### src/core/fmc_pkg.sv
package fmc_pkg;
  // Clock
  localparam int CLK_PERIOD_NS = 10;
  // Pin timing in ns (least times, rounded up to cycles)
  localparam int RESET_PULSE_MIN_NS = 25000;
  localparam int WAKE_TO_READ_NS = 150;
  localparam int WAKE_TO_WRITE_NS = 1000;
  localparam int READ_ACCESS_NS = 150;
  localparam int WRITE_PULSE_NS = 70;
  localparam int RESET_PULSE_CYC = (RESET_PULSE_MIN_NS + CLK_PERIOD_NS - 1) / CLK_PERIOD_NS;
  localparam int WAKE_READ_CYC = (WAKE_TO_READ_NS + CLK_PERIOD_NS - 1) / CLK_PERIOD_NS;
  localparam int WAKE_WRITE_CYC = (WAKE_TO_WRITE_NS + CLK_PERIOD_NS - 1) / CLK_PERIOD_NS;
  localparam int WAKE_MAX_CYC = (WAKE_READ_CYC > WAKE_WRITE_CYC) ? WAKE_READ_CYC : WAKE_WRITE_CYC;
  localparam int READ_ACCESS_CYC = (READ_ACCESS_NS + CLK_PERIOD_NS - 1) / CLK_PERIOD_NS;
  localparam int WRITE_PULSE_CYC = (WRITE_PULSE_NS + CLK_PERIOD_NS - 1) / CLK_PERIOD_NS;
  // Synchroniser depth on pin inputs; read sampling waits this much longer
  localparam int SYNC_STAGES = 2;
  localparam int CNT_W = 12;
  // Register byte offsets
  localparam logic [11:0] OFS_CTRL = 12'h000;
  localparam logic [11:0] OFS_ADDR = 12'h004;
  localparam logic [11:0] OFS_WDATA = 12'h008;
  localparam logic [11:0] OFS_CMD = 12'h00C;
  localparam logic [11:0] OFS_WDATA2 = 12'h010;
  localparam logic [11:0] OFS_RDATA = 12'h014;
  localparam logic [11:0] OFS_STATUS = 12'h018;
  // CTRL fields
  localparam int CTRL_PROG_EN = 0;
  localparam int CTRL_SLEEP = 1;
  localparam logic [1:0] CTRL_RESET = 2'h0;
  // CMD fields
  localparam int CMD_START = 0;
  localparam int CMD_WRITE = 1;
  localparam int CMD_MODE_ARRAY = 2;
  localparam int CMD_PAIR = 3;
  // STATUS fields
  localparam int ST_CYC_BUSY = 0;
  localparam int ST_WRITE_OK = 1;
  localparam int ST_READ_OK = 2;
  localparam int ST_ENGINE_READY = 3;
  localparam int ST_ARRAY_MODE = 4;
  localparam int ST_REFUSED = 5;
  localparam int ST_SLEEPING = 6;
  // Bus cycle sequencer states
  typedef enum logic [2:0] {
    CY_IDLE = 3'b000,
    CY_SETUP = 3'b001,
    CY_STROBE = 3'b010,
    CY_HOLD = 3'b011,
    CY_GAP = 3'b100
  } fmc_cyc_e;
endpackage : fmc_pkg

### src/core/fmc_req_if.sv
`timescale 1ns/1ps
// Request and answer between register front end and pin sequencer
interface fmc_req_if #(parameter int ADDR_W = 24, parameter int DATA_W = 16);
  logic valid; // Request pending
  logic ready; // Sequencer idle, takes request
  logic is_write; // Write cycle when high
  logic pair; // Issue a second write right after the first
  logic [ADDR_W-1:0] addr; // Flash word address
  logic [DATA_W-1:0] wdata; // First write data
  logic [DATA_W-1:0] wdata2; // Second write data
  logic done; // One-cycle pulse when the whole request ends
  logic [DATA_W-1:0] rdata; // Read data, valid from done on
  modport ctl (output valid, is_write, pair, addr, wdata, wdata2, input ready, done, rdata);
  modport eng (input valid, is_write, pair, addr, wdata, wdata2, output ready, done, rdata);
endinterface : fmc_req_if

### src/core/fmc_cycle.sv
`timescale 1ns/1ps
// Drives one read, one write or a write pair on the flash pins
module fmc_cycle
  import fmc_pkg::*;
#(
  parameter int ADDR_W = 24,
  parameter int DATA_W = 16
) (
  input wire logic pclk,
  input wire logic presetn,
  fmc_req_if.eng req,
  output logic select_a,
  output logic select_b,
  output logic select_c,
  output logic output_drive_n,
  output logic write_strobe_n,
  output logic [ADDR_W-1:0] flash_addr,
  output logic [DATA_W-1:0] data_lines_out,
  output logic data_lines_oe,
  input wire logic [DATA_W-1:0] data_lines_in
);
  fmc_cyc_e state; // Current phase
  fmc_cyc_e next_state; // Phase for the next cycle
  logic [CNT_W-1:0] cnt; // Strobe length counter
  logic lat_write; // Latched direction
  logic lat_pair; // Latched pair request
  logic second; // Second write of a pair in progress
  logic [DATA_W-1:0] lat_wdata2; // Held until the second write
  logic [DATA_W-1:0] data_meta; // First sync stage, read only by data_sync
  logic [DATA_W-1:0] data_sync; // Synchronised data lines
  logic wr; // Direction seen by this cycle's decisions
  logic strobe_end; // Last strobe cycle

  // Only take work when idle
  assign req.ready = (state == CY_IDLE);
  assign wr = (state == CY_IDLE) ? req.is_write : lat_write;
  assign strobe_end = (state == CY_STROBE) && (cnt == CNT_W'(1));

  // Phase sequencing
  always_comb begin
    next_state = state;
    case (state)
      CY_IDLE: begin
        if (req.valid) begin
          next_state = CY_SETUP;
        end
      end
      CY_SETUP: next_state = CY_STROBE;
      CY_STROBE: begin
        if (strobe_end) begin
          next_state = CY_HOLD;
        end
      end
      CY_HOLD: next_state = CY_GAP;
      CY_GAP: begin
        // Both halves of a command pair go out back to back
        if (lat_pair && !second) begin
          next_state = CY_SETUP;
        end else begin
          next_state = CY_IDLE;
        end
      end
      default: next_state = CY_IDLE;
    endcase
  end

  // State register
  always_ff @(posedge pclk or negedge presetn) begin
    if (!presetn) begin
      state <= CY_IDLE;
    end else begin
      state <= next_state;
    end
  end

  // Strobe counter: reads wait the access time plus the synchroniser
  always_ff @(posedge pclk or negedge presetn) begin
    if (!presetn) begin
      cnt <= '0;
    end else if (state == CY_SETUP) begin
      cnt <= lat_write ? CNT_W'(WRITE_PULSE_CYC) : CNT_W'(READ_ACCESS_CYC + SYNC_STAGES);
    end else if (state == CY_STROBE) begin
      cnt <= cnt - CNT_W'(1);
    end
  end

  // Request latches and pair tracking
  always_ff @(posedge pclk or negedge presetn) begin
    if (!presetn) begin
      lat_write <= 1'b0;
      lat_pair <= 1'b0;
      second <= 1'b0;
      lat_wdata2 <= '0;
    end else if (state == CY_IDLE && req.valid) begin
      lat_write <= req.is_write;
      lat_pair <= req.pair && req.is_write;
      second <= 1'b0;
      lat_wdata2 <= req.wdata2;
    end else if (state == CY_GAP && next_state == CY_SETUP) begin
      second <= 1'b1;
    end
  end

  // Pin drive, registered from the next phase
  always_ff @(posedge pclk or negedge presetn) begin
    if (!presetn) begin
      select_a <= 1'b1;
      select_b <= 1'b1;
      select_c <= 1'b1;
      output_drive_n <= 1'b1;
      write_strobe_n <= 1'b1;
      data_lines_oe <= 1'b0;
    end else begin
      // All-low enables; all-high idles, a combination never relied on elsewhere
      select_a <= !(next_state inside {CY_SETUP, CY_STROBE, CY_HOLD});
      select_b <= !(next_state inside {CY_SETUP, CY_STROBE, CY_HOLD});
      select_c <= !(next_state inside {CY_SETUP, CY_STROBE, CY_HOLD});
      // Output drive and strobe are never low together
      output_drive_n <= !(next_state == CY_STROBE && !wr);
      write_strobe_n <= !(next_state == CY_STROBE && wr);
      // Data held through HOLD so the strobe rise catches it
      data_lines_oe <= wr && (next_state inside {CY_SETUP, CY_STROBE, CY_HOLD});
    end
  end

  // Address and write data loaded when a request is taken; only write data reloads for the second setup of a pair
  always_ff @(posedge pclk or negedge presetn) begin
    if (!presetn) begin
      flash_addr <= '0;
      data_lines_out <= '0;
    end else if (state == CY_IDLE && req.valid) begin
      flash_addr <= req.addr;
      data_lines_out <= req.wdata;
    end else if (state == CY_GAP && next_state == CY_SETUP) begin
      data_lines_out <= lat_wdata2;
    end
  end

  // Two-stage synchroniser on the data pins
  always_ff @(posedge pclk or negedge presetn) begin
    if (!presetn) begin
      data_meta <= '0;
      data_sync <= '0;
    end else begin
      data_meta <= data_lines_in;
      data_sync <= data_meta;
    end
  end

  // Sample read data at the end of the output-drive pulse
  always_ff @(posedge pclk or negedge presetn) begin
    if (!presetn) begin
      req.rdata <= '0;
    end else if (strobe_end && !lat_write) begin
      req.rdata <= data_sync;
    end
  end

  // End-of-request pulse
  always_ff @(posedge pclk or negedge presetn) begin
    if (!presetn) begin
      req.done <= 1'b0;
    end else begin
      req.done <= (state == CY_GAP) && (next_state == CY_IDLE);
    end
  end
endmodule : fmc_cycle

### src/core/fmc_top.sv
// Implementation choices: the placing of the registers and register access over APB.
`timescale 1ns/1ps
// Flash bus controller: APB registers in front, flash pins behind
module fmc_top
  import fmc_pkg::*;
#(
  parameter int ADDR_W = 24,
  parameter int DATA_W = 16
) (
  input wire logic pclk,
  input wire logic presetn,
  input wire logic psel,
  input wire logic penable,
  input wire logic pwrite,
  input wire logic [11:0] paddr,
  input wire logic [31:0] pwdata,
  output logic [31:0] prdata,
  output logic pready,
  output logic pslverr,
  output logic select_a,
  output logic select_b,
  output logic select_c,
  output logic output_drive_n,
  output logic write_strobe_n,
  output logic reset_sleep_n,
  output logic program_enable_level,
  output logic [ADDR_W-1:0] flash_addr,
  output logic [DATA_W-1:0] data_lines_out,
  output logic data_lines_oe,
  input wire logic [DATA_W-1:0] data_lines_in,
  input wire logic completion_indicator
);
  // Refuse widths the registers cannot hold
  if (ADDR_W < 1 || ADDR_W > 32 || DATA_W < 8 || DATA_W > 16) begin : g_chk
    $error("fmc_top: ADDR_W must be 1..32 and DATA_W 8..16");
  end

  fmc_req_if #(.ADDR_W(ADDR_W), .DATA_W(DATA_W)) req ();

  logic [1:0] ctrl; // Program enable and sleep request
  logic [ADDR_W-1:0] addr_reg; // Target address
  logic [DATA_W-1:0] wdata_reg; // First write data
  logic [DATA_W-1:0] wdata2_reg; // Second write data of a pair
  logic cmd_pend; // Request waiting for the sequencer
  logic cmd_write; // Direction of pending request
  logic cmd_pair; // Pair flag of pending request
  logic cmd_mode_array; // Request is the read-array selection
  logic refused; // Sticky: a request was turned away
  logic array_mode; // Device believed to be in read-array mode
  logic [CNT_W-1:0] rst_cnt; // Cycles spent with reset_sleep_n low
  logic [CNT_W-1:0] wake_cnt; // Cycles since reset_sleep_n rose
  logic ci_meta; // First sync stage, read only by ci_sync
  logic ci_sync; // Synchronised completion indicator
  logic cyc_busy; // A bus cycle pending or running
  logic read_ok; // Wake-to-read time elapsed
  logic write_ok; // Wake-to-write time elapsed
  logic wr_acc; // APB write access phase
  logic cmd_hit; // Start command written this access
  logic cmd_bad; // Start command must be refused
  logic addr_ok; // Mapped address
  logic [31:0] status; // Status word

  assign pready = 1'b1; // Zero-wait slave
  assign wr_acc = psel && penable && pwrite;
  assign addr_ok = paddr inside {OFS_CTRL, OFS_ADDR, OFS_WDATA, OFS_CMD, OFS_WDATA2,
                                 OFS_RDATA, OFS_STATUS};
  assign pslverr = psel && penable && !addr_ok;
  assign cyc_busy = cmd_pend || !req.ready;
  assign program_enable_level = ctrl[CTRL_PROG_EN]; // Software raises it to alter
  // Wake delays kept before any access
  assign read_ok = reset_sleep_n && (wake_cnt >= CNT_W'(WAKE_READ_CYC));
  assign write_ok = reset_sleep_n && (wake_cnt >= CNT_W'(WAKE_WRITE_CYC));
  assign cmd_hit = wr_acc && (paddr == OFS_CMD) && pwdata[CMD_START];
  // No commands while asleep, waking or with sleep requested, so a command can never
  // slip in on the edge at which reset_sleep_n falls
  assign cmd_bad = cyc_busy || ctrl[CTRL_SLEEP] ||
                   (pwdata[CMD_WRITE] ? !write_ok : !read_ok);

  // Software registers
  always_ff @(posedge pclk or negedge presetn) begin
    if (!presetn) begin
      ctrl <= CTRL_RESET;
      addr_reg <= '0;
      wdata_reg <= '0;
      wdata2_reg <= '0;
    end else if (wr_acc) begin
      case (paddr)
        OFS_CTRL: ctrl <= pwdata[1:0];
        OFS_ADDR: addr_reg <= pwdata[ADDR_W-1:0];
        OFS_WDATA: wdata_reg <= pwdata[DATA_W-1:0];
        OFS_WDATA2: wdata2_reg <= pwdata[DATA_W-1:0];
        default: ;
      endcase
    end
  end

  // Command capture; handed over when the sequencer is idle
  always_ff @(posedge pclk or negedge presetn) begin
    if (!presetn) begin
      cmd_pend <= 1'b0;
      cmd_write <= 1'b0;
      cmd_pair <= 1'b0;
      cmd_mode_array <= 1'b0;
    end else if (cmd_hit && !cmd_bad) begin
      cmd_pend <= 1'b1;
      cmd_write <= pwdata[CMD_WRITE];
      cmd_pair <= pwdata[CMD_PAIR]; // Two command writes in one go
      cmd_mode_array <= pwdata[CMD_MODE_ARRAY] && pwdata[CMD_WRITE];
    end else if (cmd_pend && req.ready) begin
      cmd_pend <= 1'b0;
    end
  end

  // Sticky refusal flag; a new refusal beats the clear
  always_ff @(posedge pclk or negedge presetn) begin
    if (!presetn) begin
      refused <= 1'b0;
    end else if (cmd_hit && cmd_bad) begin
      refused <= 1'b1;
    end else if (wr_acc && paddr == OFS_STATUS && pwdata[ST_REFUSED]) begin
      refused <= 1'b0;
    end
  end

  assign req.valid = cmd_pend;
  assign req.is_write = cmd_write;
  assign req.pair = cmd_pair;
  assign req.addr = addr_reg;
  assign req.wdata = wdata_reg;
  assign req.wdata2 = wdata2_reg;

  // Reset/sleep pin: low from system reset, held the minimum pulse
  always_ff @(posedge pclk or negedge presetn) begin
    if (!presetn) begin
      reset_sleep_n <= 1'b0;
    end else if (!reset_sleep_n) begin
      // Release only after the minimum pulse and when software allows
      if (rst_cnt >= CNT_W'(RESET_PULSE_CYC) && !ctrl[CTRL_SLEEP]) begin
        reset_sleep_n <= 1'b1;
      end
    end else if (ctrl[CTRL_SLEEP] && !cyc_busy) begin
      // Also the way to abort a running erase or program
      reset_sleep_n <= 1'b0;
    end
  end

  // Reset pulse and wake-up counters, both saturating
  always_ff @(posedge pclk or negedge presetn) begin
    if (!presetn) begin
      rst_cnt <= '0;
      wake_cnt <= '0;
    end else if (!reset_sleep_n) begin
      wake_cnt <= '0;
      if (rst_cnt < CNT_W'(RESET_PULSE_CYC)) begin
        rst_cnt <= rst_cnt + CNT_W'(1);
      end
    end else begin
      rst_cnt <= '0;
      if (wake_cnt < CNT_W'(WAKE_MAX_CYC)) begin
        wake_cnt <= wake_cnt + CNT_W'(1);
      end
    end
  end

  // Completion indicator synchroniser; low means engine busy
  always_ff @(posedge pclk or negedge presetn) begin
    if (!presetn) begin
      // Pin idles high through its pull-up; no false busy after reset
      ci_meta <= 1'b1;
      ci_sync <= 1'b1;
    end else begin
      ci_meta <= completion_indicator;
      ci_sync <= ci_meta;
    end
  end

  // Read-mode tracking: array mode after wake or read-array write
  always_ff @(posedge pclk or negedge presetn) begin
    if (!presetn) begin
      array_mode <= 1'b0;
    end else if (!reset_sleep_n) begin
      array_mode <= 1'b1; // Device comes back in array mode
    end else if (req.done && cmd_mode_array) begin
      array_mode <= 1'b1;
    end else if (req.done && cmd_write) begin
      array_mode <= 1'b0; // Other commands leave array mode
    end else if (!ci_sync && write_ok) begin
      // Busy engine: software must write read-array afterwards
      array_mode <= 1'b0;
    end
  end

  // Status word
  always_comb begin
    status = '0;
    status[ST_CYC_BUSY] = cyc_busy;
    status[ST_WRITE_OK] = write_ok;
    status[ST_READ_OK] = read_ok;
    status[ST_ENGINE_READY] = ci_sync;
    status[ST_ARRAY_MODE] = array_mode;
    status[ST_REFUSED] = refused;
    status[ST_SLEEPING] = !reset_sleep_n;
  end

  // Read mux; unmapped addresses return zero with an error
  always_comb begin
    prdata = '0;
    case (paddr)
      OFS_CTRL: prdata = {30'h0, ctrl};
      OFS_ADDR: prdata[ADDR_W-1:0] = addr_reg;
      OFS_WDATA: prdata[DATA_W-1:0] = wdata_reg;
      OFS_WDATA2: prdata[DATA_W-1:0] = wdata2_reg;
      OFS_RDATA: prdata[DATA_W-1:0] = req.rdata;
      OFS_STATUS: prdata = status;
      default: prdata = '0;
    endcase
  end

  fmc_cycle #(.ADDR_W(ADDR_W), .DATA_W(DATA_W)) u_cycle (
    .pclk(pclk),
    .presetn(presetn),
    .req(req),
    .select_a(select_a),
    .select_b(select_b),
    .select_c(select_c),
    .output_drive_n(output_drive_n),
    .write_strobe_n(write_strobe_n),
    .flash_addr(flash_addr),
    .data_lines_out(data_lines_out),
    .data_lines_oe(data_lines_oe),
    .data_lines_in(data_lines_in)
  );
endmodule : fmc_top

### config.mk
export PLATFORM = sky130hd
export DESIGN_NAME = fmc_top
export DESIGN_NICKNAME = d
export VERILOG_FILES = /design/src/core/fmc_pkg.sv /design/src/core/fmc_req_if.sv /design/src/core/fmc_cycle.sv /design/src/core/fmc_top.sv
export SDC_FILE = /design/constraint.sdc
export NUM_CORES = 1
export LEC_CHECK = 0
export BUFFER_PORTS_ARGS = -buffer_cell sky130_fd_sc_hd__buf_2
export CAP_MARGIN = 10
export CORE_MARGIN = 2
export CORE_UTILIZATION = 57
export CTS_CLUSTER_DIAMETER = 30
export DETAILED_ROUTE_END_ITERATION = 6
export PLACE_DENSITY = 0.86
export REMOVE_ABC_BUFFERS = 1
export SLEW_MARGIN = 20
export SYNTH_ARGS = -nofsm -noshare
export SYNTH_HDL_FRONTEND = slang
export SYNTH_SLANG_ARGS = --single-unit
### constraint.sdc
create_clock -name pclk -period 2.65 [get_ports pclk]
set_input_delay 0.53 -clock pclk [delete_from_list [all_inputs] [get_ports pclk]]
set_output_delay 0.53 -clock pclk [all_outputs]
set_load 0.02 [all_outputs]
# Yosys cells after proc, flatten, opt, wreduce, memory -nomap -nowiden

Index checks and enable logic that the tools add are counted.

Register bits: 218
Bits in latches: 0
RAM bits: 0
ROM bits: 0
Output and inout port bits: 82
Word-level logic and storage cells: 144
Memories: 0

$add $sub $neg: 3
$mul: 0
Divide/modulo/power cells: 0
Magnitude comparators: 5
Equal/unequal tests: 16
Shift operators: 0
Multiplexer cells: 30
Bitwise operators: 0
Reduce and logical (&&, ||, !) cells: 59

Operator list:

| kind                  | number |
|---|---|
| $pmux 16 s6           | 1 |
| $mux 12               | 6 |
| $eq 12x5->1 const B   | 3 |
| $mux 16               | 2 |
| $logic_and 1x1->1     | 27 |
| $add 12x1->12 const B | 2 |
| $eq 12x4->1 const B   | 2 |
| $mux 1                | 16 |
| $logic_not 1->1       | 15 |
| $pmux 3 s5            | 1 |
| $eq 12x1->1 const B   | 1 |
| $eq 12x3->1 const B   | 1 |
| $eq 3x2->1 const B    | 4 |
| $ge 12x12->1 const B  | 1 |
| $ge 12x4->1 const B   | 1 |
| $ge 12x7->1 const B   | 1 |
| $logic_not 12->1      | 1 |
| $lt 12x12->1 const B  | 1 |
| $lt 12x7->1 const B   | 1 |
| $sub 12x1->12 const B | 1 |
| $reduce_bool 2->1     | 5 |
| $mux 8                | 1 |
| $reduce_and 2->1      | 4 |
| $reduce_bool 7->1     | 1 |
| 9 further kinds       | 14 |

# Depth between registers and ports, before layout

Word-level depth: 8
Depth in mapped cells: 7
Depth with buffers taken out: 6

# By module

From an unflattened synthesis, not the netlist that was laid out.

Cells, all modules: 849
Area, all modules: 9540.4 µm²

Modules (own cells, without submodules):

| module    | instances | cells an instance | area each (µm²) | seq. area each (µm²) |
|---|---|---|---|---|
| fmc_cycle | 1         | 441               | 4875.9          | 3181.8 |
| fmc_top   | 1         | 408               | 4664.5          | 2279.7 |

# Least setup slack after synthesis

OpenSTA, ideal clock, no wires.

Kind: input-to-output
Start: input port paddr[11]
End: output port prdata[5]
Data arrival time: 2340 ps
Path slack: -220 ps
Cell stages on the path: 5
Cell sequence: or4_1 -> nor2_1 -> clkbuf_1 -> a21oi_1 -> o32ai_1

Word-level cells in the longest chain between the ends: 2

RTL lines:

| element                                   | RTL line       | text |
|---|---|---|
| start, declared                           | fmc_top.sv:15  | `input wire logic [11:0] paddr,` |
| $eq 12x5->1, or another cell as far along | fmc_top.sv:208 | `case (paddr)` |
| $pmux 16 s6 *                             | fmc_top.sv:208 |  |
| end, declared                             | fmc_top.sv:17  | `output logic [31:0] prdata,` |

Every way passes the cells marked *; elsewhere a longest branch is shown, timed or not.

# Worst setup path after layout

Start: input port paddr[1]
End: output port prdata[15]

Same word-level chain as after synthesis.

==> reports/metrics.cfg <==
[synthesis]
synth_ff_type = dfrtp_1
synthTopCellsByArea = dfrtp_1 (57%), mux2_2 (9.6%), nand2_1 (7.3%)
synth_enable_flop_cells = 0
seq_area_frac_synth_pct = 58.4
ys_types = 64
synth_top_area_share_pct = 57.0
ys.warnings.count = 0
yosysTopAreaCell = dfrtp_1
synth_area_um2 = 9350
synthCells = 832
syn_avg_cell_area_um2 = 11.2
async_flop_share_pct = 100
synth-seq-cells = 218

[placement]
port_buffers = 130
place_congestion = 0.873
dpl.cell_count = 1182
dp_hpwl_mm = 14.4

[timing]
hold_ws_ps = 26.6
post-route-min-period_ps = 2880
finalCritPeriodShare_pct = 109
tns_ps = -3890
rsz0062_at_grt = yes
setup_viol = 24
finalMaxSlewViolations = 0
worstMarginPinSlew_ps = 638
fmax_mhz = 347
skew_ps = 25.4
fin_ws_ps = -229
hold_violations = 0
slew_headroom_pct = 57.5

[worst_setup_path]
cp-startpoint = paddr[1]
worstPathRequired_ps = 2120
crit_arrival_ps = 2350
crit_path_top_delay_cell = or4_4
critical_path_class = input pin to primary output
endpoint_kind = primary output
path_max_fanout = 7
startpoint_type = input pin
worstReg2RegStart = wake_cnt[7]$_DFFE_PN0P_
max_stage_delay_ps = 570
path_cells = buf_8 -> or4_4 -> buf_4 -> buf_6 -> nor3_4 -> nand2_2 -> buf_6 -> o211ai_1 -> buf_4

[final_layout]
design.final.nets = 1091
area_delta_synth_final_pct = 33.1
drive_gt1_share_pct = 37.1
final_cells = 1265

[route]
via_per_inst = 6.02
routed_wirelength_mm = 26.8
ant_nets = 0
post_drt_wl_per_cell_um = 21.2
drt_iter0_drc = 776
vias = 7619
drc = 0
dr.pass1.iters = 5

[floorplan]
initial_core_util_pct = 58.6
die_w_um = 132
dieHeight_um = 132
coreArea_um2 = 15900
io_pins = 148
die-area_um2 = 17400
row_count = 46

[pwr]
p_leak_nw = 6.35
power-per-cell-area_nw_per_um2 = 723
irDropWorstVdd_mv = 0.565

[grt]
overflow = 0
antenna_found_initial = 1
grt_max_degree = 83
grt_pass1_vias = 7768
grt_pass1_wl_mm = 41.6
grtUsageTotal_pct = 30.7

[run_status]
status = finished with violations
violations = setup timing

[clock_network]
cts_tree = done
clk_latency_ps = 510
cts_buffers = 38
clk_pin_slew_worst_paths_ps = 50
htree_num_levels = 2
clk_path_buf_depth = 3
cts-root-buf = clkbuf_16
numClockSinks = 218

[job]
drv_cap = 0

[worst_hold_path]
hold_class = input pin to async pin

synth_stat cells (3+ instances only):
master	number
o221ai_1	4
or4_1	4
or3_1	4
nand3_1	26
o2111ai_1	3
buf_4	11
and2_1	13
mux2_2	80
nand2_1	181
and3_1	14
inv_1	22
a21oi_1	15
mux2i_1	38
o211ai_1	11
xnor2_1	6
nand4_1	3
dfstp_2	5
xor2_1	4
o21ai_0	24
nor4_1	11
nand2b_1	3
nor2_1	20
nor3_1	10
dfrtp_1	213
buf_2	6
ha_1	6
clkbuf_1	33
a2111oi_0	3
a22oi_1	5
nor2b_1	8
cell usage in the layout (no fill, tap or decap), types with 4 or more instances in the layout:
cell type and n:
conb_1 9, bufinv_16 9, nor3_1 7, ha_1 6, nand3_1 19, nor2_1 18, inv_1 21, o211ai_1 11
nor2b_1 8, buf_4 59, a21oi_1 15, buf_12 9, buf_2 102, clkinv_2 9, dfrtp_1 213, mux2i_1 38
dfstp_2 5, and3_4 6, xnor2_1 6, nand2_1 179, or4_4 4, nor4_1 9, and2_1 13, a22oi_1 5
clkbuf_16 39, nand3_2 6, o21ai_0 23, buf_6 21, and3_1 8, mux2_2 80, xor2_1 4
through the flow:
| stage | power [mW] | cell area (um^2) | worst slack, ps | util [%] |
|---|---|---|---|---|
| after global routing | 9.20 | 12400 | -255 | 78.0 |
| final | 8.99 | 12400 | -229 | 78.0 |
| after detailed placement | 3.67 | 10500 | -236 | 66.0 |
| after CTS | 9.00 | 12300 | -176 | 77.1 |
| after global placement | 3.66 | 10500 | -184 | 66.0 |
| after floorplan | 3.49 | 9120 | -680 | - |
cell type report:
type	count	area (um^2)
Multi-Input combinational cell	546	3820
Inverter	22	82.6
Sequential cell	218	5460
Timing Repair Buffer	193	1400
Clock buffer	44	1010
Antenna cell	1	2.50
Fill cell	881	3510
Clock inverter	25	380
Tap cell	216	270
power by group:
group / internal (mW) / total (mW) / switching (mW)
logic: 0.0889 / 0.250 / 0.161
registers: 3.38 / 3.40 / 0.0202
clock network: 3.64 / 5.34 / 1.70
total: 7.10 / 8.99 / 1.89
routing by layer:
| layer | vias up | global-route usage (%) | wire length [um] |
|---|---|---|---|
| met3 | 117 | 5.69 | 2110 |
| li1 | 3254 | - | - |
| met1 | 3800 | 37.5 | 10100 |
| met4 | 0 | 17.9 | 1490 |
| met5 | - | 0 | 0 |
| met2 | 448 | 51.4 | 13000 |
path summary, 6_finish.rpt:
path | to | slack [ps] | cells past startpoint
setup / recovery | prdata[15] | -230 | 9
max in group asynchronous | u_cycle.flash_addr[8]$_DFFE_PN0P_ | 1930 | 2
hold reg to reg | u_cycle.data_sync[9]$_DFF_PN0_ | 350 | 0
setup reg to reg | cmd_pair$_DFFE_PN0P_ | 300 | 5
min in group pclk | ci_meta$_DFF_PN1_ | 120 | 1
hold / removal | wake_cnt[10]$_DFFE_PN0P_ | 30 | 1
repair_timing:
| item | 4_1_cts | 5_1_grt |
|---|---|---|
| hold buffers | 0 | 0 |
| setup buffers | 10 | 3 |
| endpoints found under the setup margin | 24 | 24 |
| endpoints found under the hold margin | 0 | 0 |
| cloned | 1 | 0 |
| pin swaps | 25 | 2 |
| resized for setup | 72 | 27 |
logic make-up (layout without fill, tap and decap cells):
group           after synthesis  in the layout  synth area share [%]
flops                       218            218                  58.4
simple gates                313            313                  15.9
xor+xnor                     10             10                 0.937
other cells                   2             10                0.0804
fa+ha+maj                     6              6                 0.803
buf+inv                      75            284                  3.62
compound gates               90             90                  6.52
mux                         118            118                  13.7
critical path: cells and delay by family:
| family | cells | cell delay [ps] |
|---|---|---|
| buffers and inverters | 5 | 740 |
| and+or+nand+nor | 3 | 810 |
| AOI/OAI and AO/OA | 1 | 270 |
No activity file was read; power rests on OpenSTA's default activity.
